$ cat src/imp_pkg.sv
// shared constants and carriers for the interrupt mask and power control block
package imp_pkg;

  // ----------------------------------------------------------------
  // register map
  // ----------------------------------------------------------------
  localparam int            REG_W            = 24;
  localparam int            ADDR_W           = 7;
  localparam logic [6:0]    ADDR_INT_ENABLE  = 7'h08;
  localparam logic [6:0]    ADDR_POWER_CTRL  = 7'h09;

  // ----------------------------------------------------------------
  // interrupt enable fields
  // ----------------------------------------------------------------
  localparam int            POS_PGA_OVV      = 8;
  localparam int            POS_HV_SUPPLY    = 7;
  localparam int            POS_HV_SECOND    = 6;
  localparam int            POS_THERMAL      = 4;
  localparam int            POS_OVERCURRENT  = 3;
  localparam int            POS_CONFIG_ERR   = 2;
  localparam int            POS_CRC_ERR      = 1;
  localparam int            POS_INPUT_EDGE   = 0;
  localparam logic [23:0]   INT_ENABLE_WMASK = 24'h0001df;
  localparam logic [23:0]   INT_ENABLE_RST   = 24'h000000;

  // ----------------------------------------------------------------
  // power control fields
  // ----------------------------------------------------------------
  localparam int            POS_DAC_PD       = 23;
  localparam int            POS_DAC_RST      = 21;
  localparam int            POS_GLOBAL_PD    = 19;
  localparam int            POS_GLOBAL_RST   = 17;
  localparam logic [23:0]   POWER_CTRL_WMASK = 24'haa0000;
  localparam logic [23:0]   POWER_CTRL_RST   = 24'h000000;

  // ----------------------------------------------------------------
  // carriers
  // ----------------------------------------------------------------
  typedef struct packed {
    logic              wr;
    logic              rd;
    logic [6:0]        addr;
    logic [23:0]       wdata;
  } imp_reg_req_t;

  typedef struct packed {
    logic              pgaOvervoltage;
    logic              hvSupply;
    logic              hvSupplySecondary;
    logic              thermalWarning;
    logic              overcurrent;
    logic              configError;
    logic              crcError;
    logic              inputEdge;
  } imp_flags_t;

endpackage

$ cat src/imp_irq_mask_power_ctrl.sv
// interrupt enable masking and power/reset control register
// Functional notes
// - Bit 7 gates the high-voltage supply flag onto the interrupt pin and resets to 0.
// - Bit 8 gates the PGA overvoltage flag onto the interrupt pin and resets to 0.
// - Bit 6 gates the secondary high-voltage supply flag and resets to 0.
// - Bit 4 gates the thermal warning flag and resets to 0.
// - Bits 3 and 2 gate the overcurrent and configuration error flags, each from 0.
// - Bit 1 gates the CRC error flag and resets to 0.
// - Bit 0 gates the input edge flag and resets to 0.
// - Enable register bits 23 to 9 and bit 5 read as zero and ignore writes.
// - Power control bits 23, 21, 19, 17 are writable from 0; all others read zero.
// - The DAC power-down bit at 0 keeps the DAC running and at 1 powers it down.
module imp_irq_mask_power_ctrl
  import imp_pkg::*;
(
  input  wire logic          clock,
  input  wire logic          rst_n,
  input  wire logic          clkEn,
  input  wire imp_reg_req_t  regReq,
  input  wire imp_flags_t    flags,
  output logic [23:0]        regRdata,
  output logic               regRvalid,
  output logic               intPin_n,
  output logic               dacPowerDown,
  output logic               dacSoftReset,
  output logic               globalPowerDown,
  output logic               globalSoftReset
);

  // ----------------------------------------------------------------
  // flag placement
  // ----------------------------------------------------------------
  // lays each flag at the bit position of its enable
  function automatic logic [23:0] placeFlags(input imp_flags_t f);
    logic [23:0] v;
    v                  = 24'h000000;
    v[POS_PGA_OVV]     = f.pgaOvervoltage;
    v[POS_HV_SUPPLY]   = f.hvSupply;
    v[POS_HV_SECOND]   = f.hvSupplySecondary;
    v[POS_THERMAL]     = f.thermalWarning;
    v[POS_OVERCURRENT] = f.overcurrent;
    v[POS_CONFIG_ERR]  = f.configError;
    v[POS_CRC_ERR]     = f.crcError;
    v[POS_INPUT_EDGE]  = f.inputEdge;
    return v;
  endfunction

  logic [23:0] intEnable;
  logic [23:0] powerCtrl;
  logic [23:0] next_intEnable;
  logic [23:0] next_powerCtrl;
  logic [23:0] next_regRdata;
  logic        next_regRvalid;
  logic        next_intPin_n;
  logic [23:0] flagVec;
  logic [23:0] maskedVec;

  // ----------------------------------------------------------------
  // masking
  // ----------------------------------------------------------------
  // flags arrive from same-clock logic, so no synchroniser is needed
  assign flagVec   = placeFlags(flags);
  // per-source gating of enables 0..8
  assign maskedVec = flagVec & intEnable;

  // ----------------------------------------------------------------
  // next-state logic
  // ----------------------------------------------------------------
  // reserved bits never take a write, so they stay at reset zero
  always_comb
  begin
    next_intEnable = intEnable;
    next_powerCtrl = powerCtrl;
    next_regRdata  = regRdata;
    next_regRvalid = 1'b0;
    if (regReq.wr && regReq.addr == ADDR_INT_ENABLE)
    begin
      next_intEnable = regReq.wdata & INT_ENABLE_WMASK;
    end
    if (regReq.wr && regReq.addr == ADDR_POWER_CTRL)
    begin
      next_powerCtrl = regReq.wdata & POWER_CTRL_WMASK;
    end
    if (regReq.rd)
    begin
      next_regRvalid = 1'b1;
      case (regReq.addr)
        ADDR_INT_ENABLE: next_regRdata = intEnable;
        ADDR_POWER_CTRL: next_regRdata = powerCtrl;
        default:         next_regRdata = 24'h000000; // unmapped reads zero
      endcase
    end
    // pin low while any enabled flag is set
    next_intPin_n = ~(|maskedVec);
  end

  // ----------------------------------------------------------------
  // registers
  // ----------------------------------------------------------------
  // clock enable low freezes every flop, pin included
  always_ff @(posedge clock or negedge rst_n)
  begin
    if (!rst_n)
    begin
      intEnable       <= INT_ENABLE_RST;
      powerCtrl       <= POWER_CTRL_RST;
      regRdata        <= 24'h000000;
      regRvalid       <= 1'b0;
      intPin_n        <= 1'b1;
      dacPowerDown    <= 1'b0;
      dacSoftReset    <= 1'b0;
      globalPowerDown <= 1'b0;
      globalSoftReset <= 1'b0;
    end
    else if (clkEn)
    begin
      intEnable       <= next_intEnable;
      powerCtrl       <= next_powerCtrl;
      regRdata        <= next_regRdata;
      regRvalid       <= next_regRvalid;
      intPin_n        <= next_intPin_n;
      // outputs take the control bits from next_powerCtrl, on the same edge as the register
      dacPowerDown    <= next_powerCtrl[POS_DAC_PD];
      dacSoftReset    <= next_powerCtrl[POS_DAC_RST];
      globalPowerDown <= next_powerCtrl[POS_GLOBAL_PD];
      globalSoftReset <= next_powerCtrl[POS_GLOBAL_RST];
    end
  end
endmodule

$ cat config.mk
export PLATFORM = sky130hd
export DESIGN_NAME = imp_irq_mask_power_ctrl
export DESIGN_NICKNAME = d
export VERILOG_FILES = /design/src/imp_pkg.sv /design/src/imp_irq_mask_power_ctrl.sv
export SDC_FILE = /design/constraint.sdc
export NUM_CORES = 1
export LEC_CHECK = 0
export ABC_AREA = 1
export BUFFER_PORTS_ARGS = -buffer_cell sky130_fd_sc_hd__buf_2
export CAP_MARGIN = 10
export CORE_ASPECT_RATIO = 1.5
export CORE_MARGIN = 3
export CORE_UTILIZATION = 46
export CTS_CLUSTER_SIZE = 16
export DETAILED_ROUTE_END_ITERATION = 10
export PLACE_DENSITY = 0.82
export SETUP_SLACK_MARGIN = 0.4
export SLEW_MARGIN = 20
export SYNTH_ARGS = -nofsm -noshare
export SYNTH_HDL_FRONTEND = slang
export SYNTH_SLANG_ARGS = --single-unit
$ cat constraint.sdc
create_clock -name clock -period 1.63 [get_ports clock]
set_input_delay 0.2445 -clock clock [delete_from_list [all_inputs] [get_ports clock]]
set_output_delay 0.2445 -clock clock [all_outputs]
set_load 0.05 [all_outputs]
# == After elaboration in Yosys (flattened, before gate mapping) ==
# Cells that the tools add are included.
# totals
reg_bits,42
in_bits,44
wordCells,21
# op_classes
n_eq_ne,2
muxes,3
bitwise_logic,2
reduce_logical,5
# op_table
cell,count
one-hot mux 24 bit (2 select lines),1
2-to-1 mux 24 bit,1
OR reduction 24 bit,1
equality test 7 x 4 -> 1 bit (second input constant),2
bitwise AND 9 bit,1
AND reduction 2 bit,2
logical AND 1 bit,2
2-to-1 mux 1 bit,1
inverter 1 bit,1

# == Depth between registers and ports, before layout ==
# depth
ltp_word,3
mapped_depth,7
mapped_depth_nobuf,6

# == Worst setup path before layout ==
# OpenSTA, ideal clock, no wires.
# synth_timing
path_kind,reg2reg
from,reg powerCtrl[17]
to,reg regRdata[17]
setup_ps,83
arrival_ps,848
required_time_ps,1547
path_slack_ps,700
stages_incl_launch_ff,3
path_buffers,0
synth_period_minus_slack_ps,930
path_cell_list,dfrtp_1 -> nand2_1 -> o21ai_0
# synth_between
elab_chain_len,1
# synth_lines
item,line_no,rtl
start: declaration,imp_irq_mask_power_ctrl.sv:49,logic [23:0] powerCtrl;
start signal: assignment,imp_irq_mask_power_ctrl.sv:118,powerCtrl <= next_powerCtrl;
one-hot mux 24 bit (2 select lines),imp_irq_mask_power_ctrl.sv:87,case (regReq.addr)
end signal: assignment,imp_irq_mask_power_ctrl.sv:119,regRdata <= next_regRdata;
end: declaration,imp_irq_mask_power_ctrl.sv:21,"output logic [23:0] regRdata,"
# No other way between the ends.
# A chain may end at the register's enable or synchronous reset.

# == Worst setup path in the final report ==
# layout_timing
from,reg intPin_n
to,out intPin_n
# layout_rtl
item,line_no,rtl
start: declaration,imp_irq_mask_power_ctrl.sv:23,"output logic intPin_n,"
start signal: assignment,imp_irq_mask_power_ctrl.sv:121,intPin_n <= next_intPin_n;
# No word-level cell between the ends.

==> impl_table.tex <==
\begin{tabular}{lr}
\hline
Metric & Value \\
\hline
\multicolumn{2}{l}{\textbf{Clock tree}} \\
Deepest level of the CTS H-tree & 1 \\
Clk\_lat worst skew & 270 ps \\
Clock Pin Slew Worst Setup and Hold Paths & 80 ps \\
TritonCTS clock tree & done \\
Count of clock tree sinks & 26 \\
Clock root buffer & clkbuf\_8 \\
Number of buffers inserted during clock tree synthesis & 3 \\
CTS Buffer Depth & 2 \\
\multicolumn{2}{l}{\textbf{Detailed routing}} \\
Via-per-instance ratio & 4.50 \\
Post-detailed-route count of antenna-violating nets & 0 \\
Drt drc & 0 \\
WL per Instance & 10.4 um \\
Via count of the routed design & 1116 \\
Sum of routed wire length over all layers & 2.57 mm \\
Iteration-0 DRC count of the detailed router & 15 \\
First drt pass iteration count & 4 \\
\multicolumn{2}{l}{\textbf{Global route}} \\
Number of global-route vias before repair & 1079 \\
GRT Total Usage & 0.164 \\
Initial antenna violation count & 0 \\
First-pass GRT wire length & 4.53 mm \\
Pin count of the biggest net entering global routing & 27 \\
Leftover overflow at the end of global routing & 0 \\
\multicolumn{2}{l}{\textbf{Setup path}} \\
End point of the critical path & intPin\_n \\
WS Path Type & register to output port \\
Max stage delay on crit path & 550 ps \\
Launching instance or port of the critical path & intPin\_n \\
Data arrival at the endpoint of the critical path & 960 ps \\
Endpoint class of the critical path & output port \\
Type of element launching the critical path & register \\
Cell count of the worst reg-to-reg path & 5 \\
Dominant delay contributor by cell family on the critical path & flip-flops \\
Number of buffer and inverter stages on the critical path & 1 \\
Reg2reg end & intPin\_n \\
FF-to-FF setup slack & 780 ps \\
Stages on worst setup path & 1 \\
Required arrival time at the worst endpoint & 1390 ps \\
Crit path cell chain & buf\_8 \\
FF-to-FF Start & intEnable[2] \\
Maximum fanout count along the critical path & 2 \\
Slowest stage cell on the critical path & dfstp\_2 \\
\multicolumn{2}{l}{\textbf{Floorplan}} \\
Width of the chip & 49.3 um \\
Vertical extent of the die & 71.0 um \\
Initial cell density of the core & 0.484 \\
Die Footprint & 0.00350 mm\^{}2 \\
CORE AREA & 0.00268 mm\^{}2 \\
Cell row count & 23 \\
I/O pin cnt & 74 \\
\multicolumn{2}{l}{\textbf{Place}} \\
Port Buffers & 49 \\
Sum of net half-perimeters after detailed placement & 2.06 mm \\
GPL Wtd Cong & 0.753 \\
\multicolumn{2}{l}{\textbf{Final layout}} \\
Multi-input gate area in the final layout & 531 um\^{}2 \\
Fraction of final layout cells with drive strength greater than 1 & 0.313 \\
Sequential cell area & 652 um\^{}2 \\
Antenna diode count & 0 \\
Filler instances & 262 \\
Final design utilization & 0.596 \\
Nets & 256 \\
Synth-to-Final Area Change & 23.1\% \\
\multicolumn{2}{l}{\textbf{Yosys}} \\
Library cell with the largest summed area after synthesis & dfrtp\_1 \\
Largest family of logic cells by synthesized area & simple AND/OR/NAND/NOR gates \\
Gate count after technology mapping & 159 \\
Post-Syn Area per Cell & 8.15 um\^{}2 \\
Parity-gate share of the synthesized area counting xor and xnor cells & 0 \\
Adder and majority gate portion of the synthesized area & 0 \\
Proportion of synthesized area in mux cells & 0 \\
Portion of the post-synthesis area used by sequential elements & 0.503 \\
Most common library cells after synthesis & 69 x nand2\_1, 25 x dfrtp\_1, 17 x nand3\_1 \\
Share of synthesized flip-flops with an asynchronous set or reset & 1.00 \\
EDFF count, synth & 0 \\
Basic-gate share of the synthesized area counting and, or, nand and nor cells & 0.355 \\
Number of warning messages in the yosys log & 0 \\
Library cell with the highest instance count after synthesis & nand2\_1 \\
Synth unique cells & 20 \\
Number of storage elements in the synthesis netlist & 26 \\
Top post-synthesis cells by area & dfrtp\_1 48\%, nand2\_1 20\%, buf\_4 8.1\% \\
Dominant synthesized flop cell & dfrtp\_1 \\
Area share of the leading cell type in the synthesized netlist & 0.483 \\
Fraction of the mapped netlist area in compound gates & 0.0193 \\
Cell Area, Synth & 0.00130 mm\^{}2 \\
\multicolumn{2}{l}{\textbf{Timing}} \\
Highest clock rate & 832 MHz \\
Post-layout minimum cycle time & 1200 ps \\
Headroom to the max-slew limit & 0.633 \\
Final hold violation count & 0 \\
Setup Skew & 5.35 ps \\
Sum of negative setup slack & 0 ps \\
Total of endpoints with negative setup slack in the final report & 0 \\
Slew Limit Fails & 0 \\
Setup repair after global routing missed its margin & false \\
Portion of the clock cycle consumed by the worst path in the final layout & 0.737 \\
Worst slew pin tran & 550 ps \\
\multicolumn{2}{l}{\textbf{Power}} \\
Overall power & 1.27 mW \\
Power density over the cells & 798 mW/mm\^{}2 \\
Peak supply drop & 451 uV \\
Leakage power summed over all cells & 0.949 nW \\
\multicolumn{2}{l}{\textbf{Run}} \\
Count of max-cap constraint violations & 0 \\
\multicolumn{2}{l}{\textbf{Worst hold path}} \\
Hold path startpoint & regReq[8] \\
Worst min path class & primary input to register \\
\multicolumn{2}{l}{\textbf{Status}} \\
Status & finished, final reports clean \\
\hline
\end{tabular}
worst min path at each step:
stage	to	cells past startpoint	slack (ps)
final	intEnable[8]	3	200
after global routing	intEnable[0]	3	230
after CTS	intEnable[1]	3	200
after detailed placement	regRdata[6]	1	260
after global placement	regRdata[6]	1	260
after floorplan	dacPowerDown	0	-50
state kept, by name (all words and copies together), names as in the netlist:
| signal | flops |
|---|---|
| intEnable | 8 |
| regRvalid | 1 |
| powerCtrl | 3 |
| intPin_n | 1 |
| regRdata | 12 |
| dacPowerDown | 1 |
worst reg2reg max path: stages (launching register included):
cell and delay (ps):
dfrtp_1 410, nand2_1 60, nand2_1 50, nor2_1 130
nand3b_1 90, nand2_1 70
where the power goes:
group / internal (mW) / total, mW / switching [mW]
clock network: 0.175 / 0.359 / 0.185
logic: 0.0647 / 0.233 / 0.169
registers: 0.666 / 0.680 / 0.0144
total: 0.905 / 1.27 / 0.368
logic make-up (layout without fill, tap and decap cells):
logic type,after synthesis,in the layout
compound gates,5,5
buf+inv,25,66
flops,26,26
other cells,1,12
simple gates,102,102
what timing repair did:
item,4_1_cts,5_1_grt
resized for setup,2,1
setup endpoints to repair,1,1
buffers inserted,0,1
hold endpoints to repair,25,0
hold buffers,1,0
cell usage in the layout, fill, tap and decap left out, drive strengths merged, types with 4 or more instances in the layout:
cell and n:
nand3 19, conb 12, nand4 4, inv 9
nor2 8, o21ai 4, buf 52, nand2 70
clkbuf 4, dfrtp 25
metal layers:
| metal | global-route usage | wire, um | vias up |
|---|---|---|---|
| li1 | - | - | 578 |
| met1 | 0.194 | 990 | 495 |
| met2 | 0.294 | 1400 | 38 |
| met3 | 0.0147 | 132 | 5 |
| met4 | 0.0791 | 48 | 0 |
| met5 | 0 | 0 | - |
final cells by class:
cell class | instances | share of cell area
clock buffers | 4 | 0.0282
inverters | 9 | 0.0212
multi-input cells | 119 | 0.333
flip-flops and latches | 26 | 0.409
well taps | 37 | 0.0290
repair buffers | 53 | 0.180
through the flow:
| stage | hold slack, ps | setup slack (ps) | std cells | cell area, um^2 |
|---|---|---|---|---|
| finish | 204 | 428 | 248 | 1600 |
| global route | 227 | 406 | 248 | 1600 |
| CTS | 200 | 415 | 247 | 1580 |
| detailed placement | 265 | 485 | 242 | 1520 |
| global placement | 262 | 515 | 242 | 1520 |
| floorplan | -51.1 | 700 | 170 | 1340 |
(Power assumes the default switching activity.)
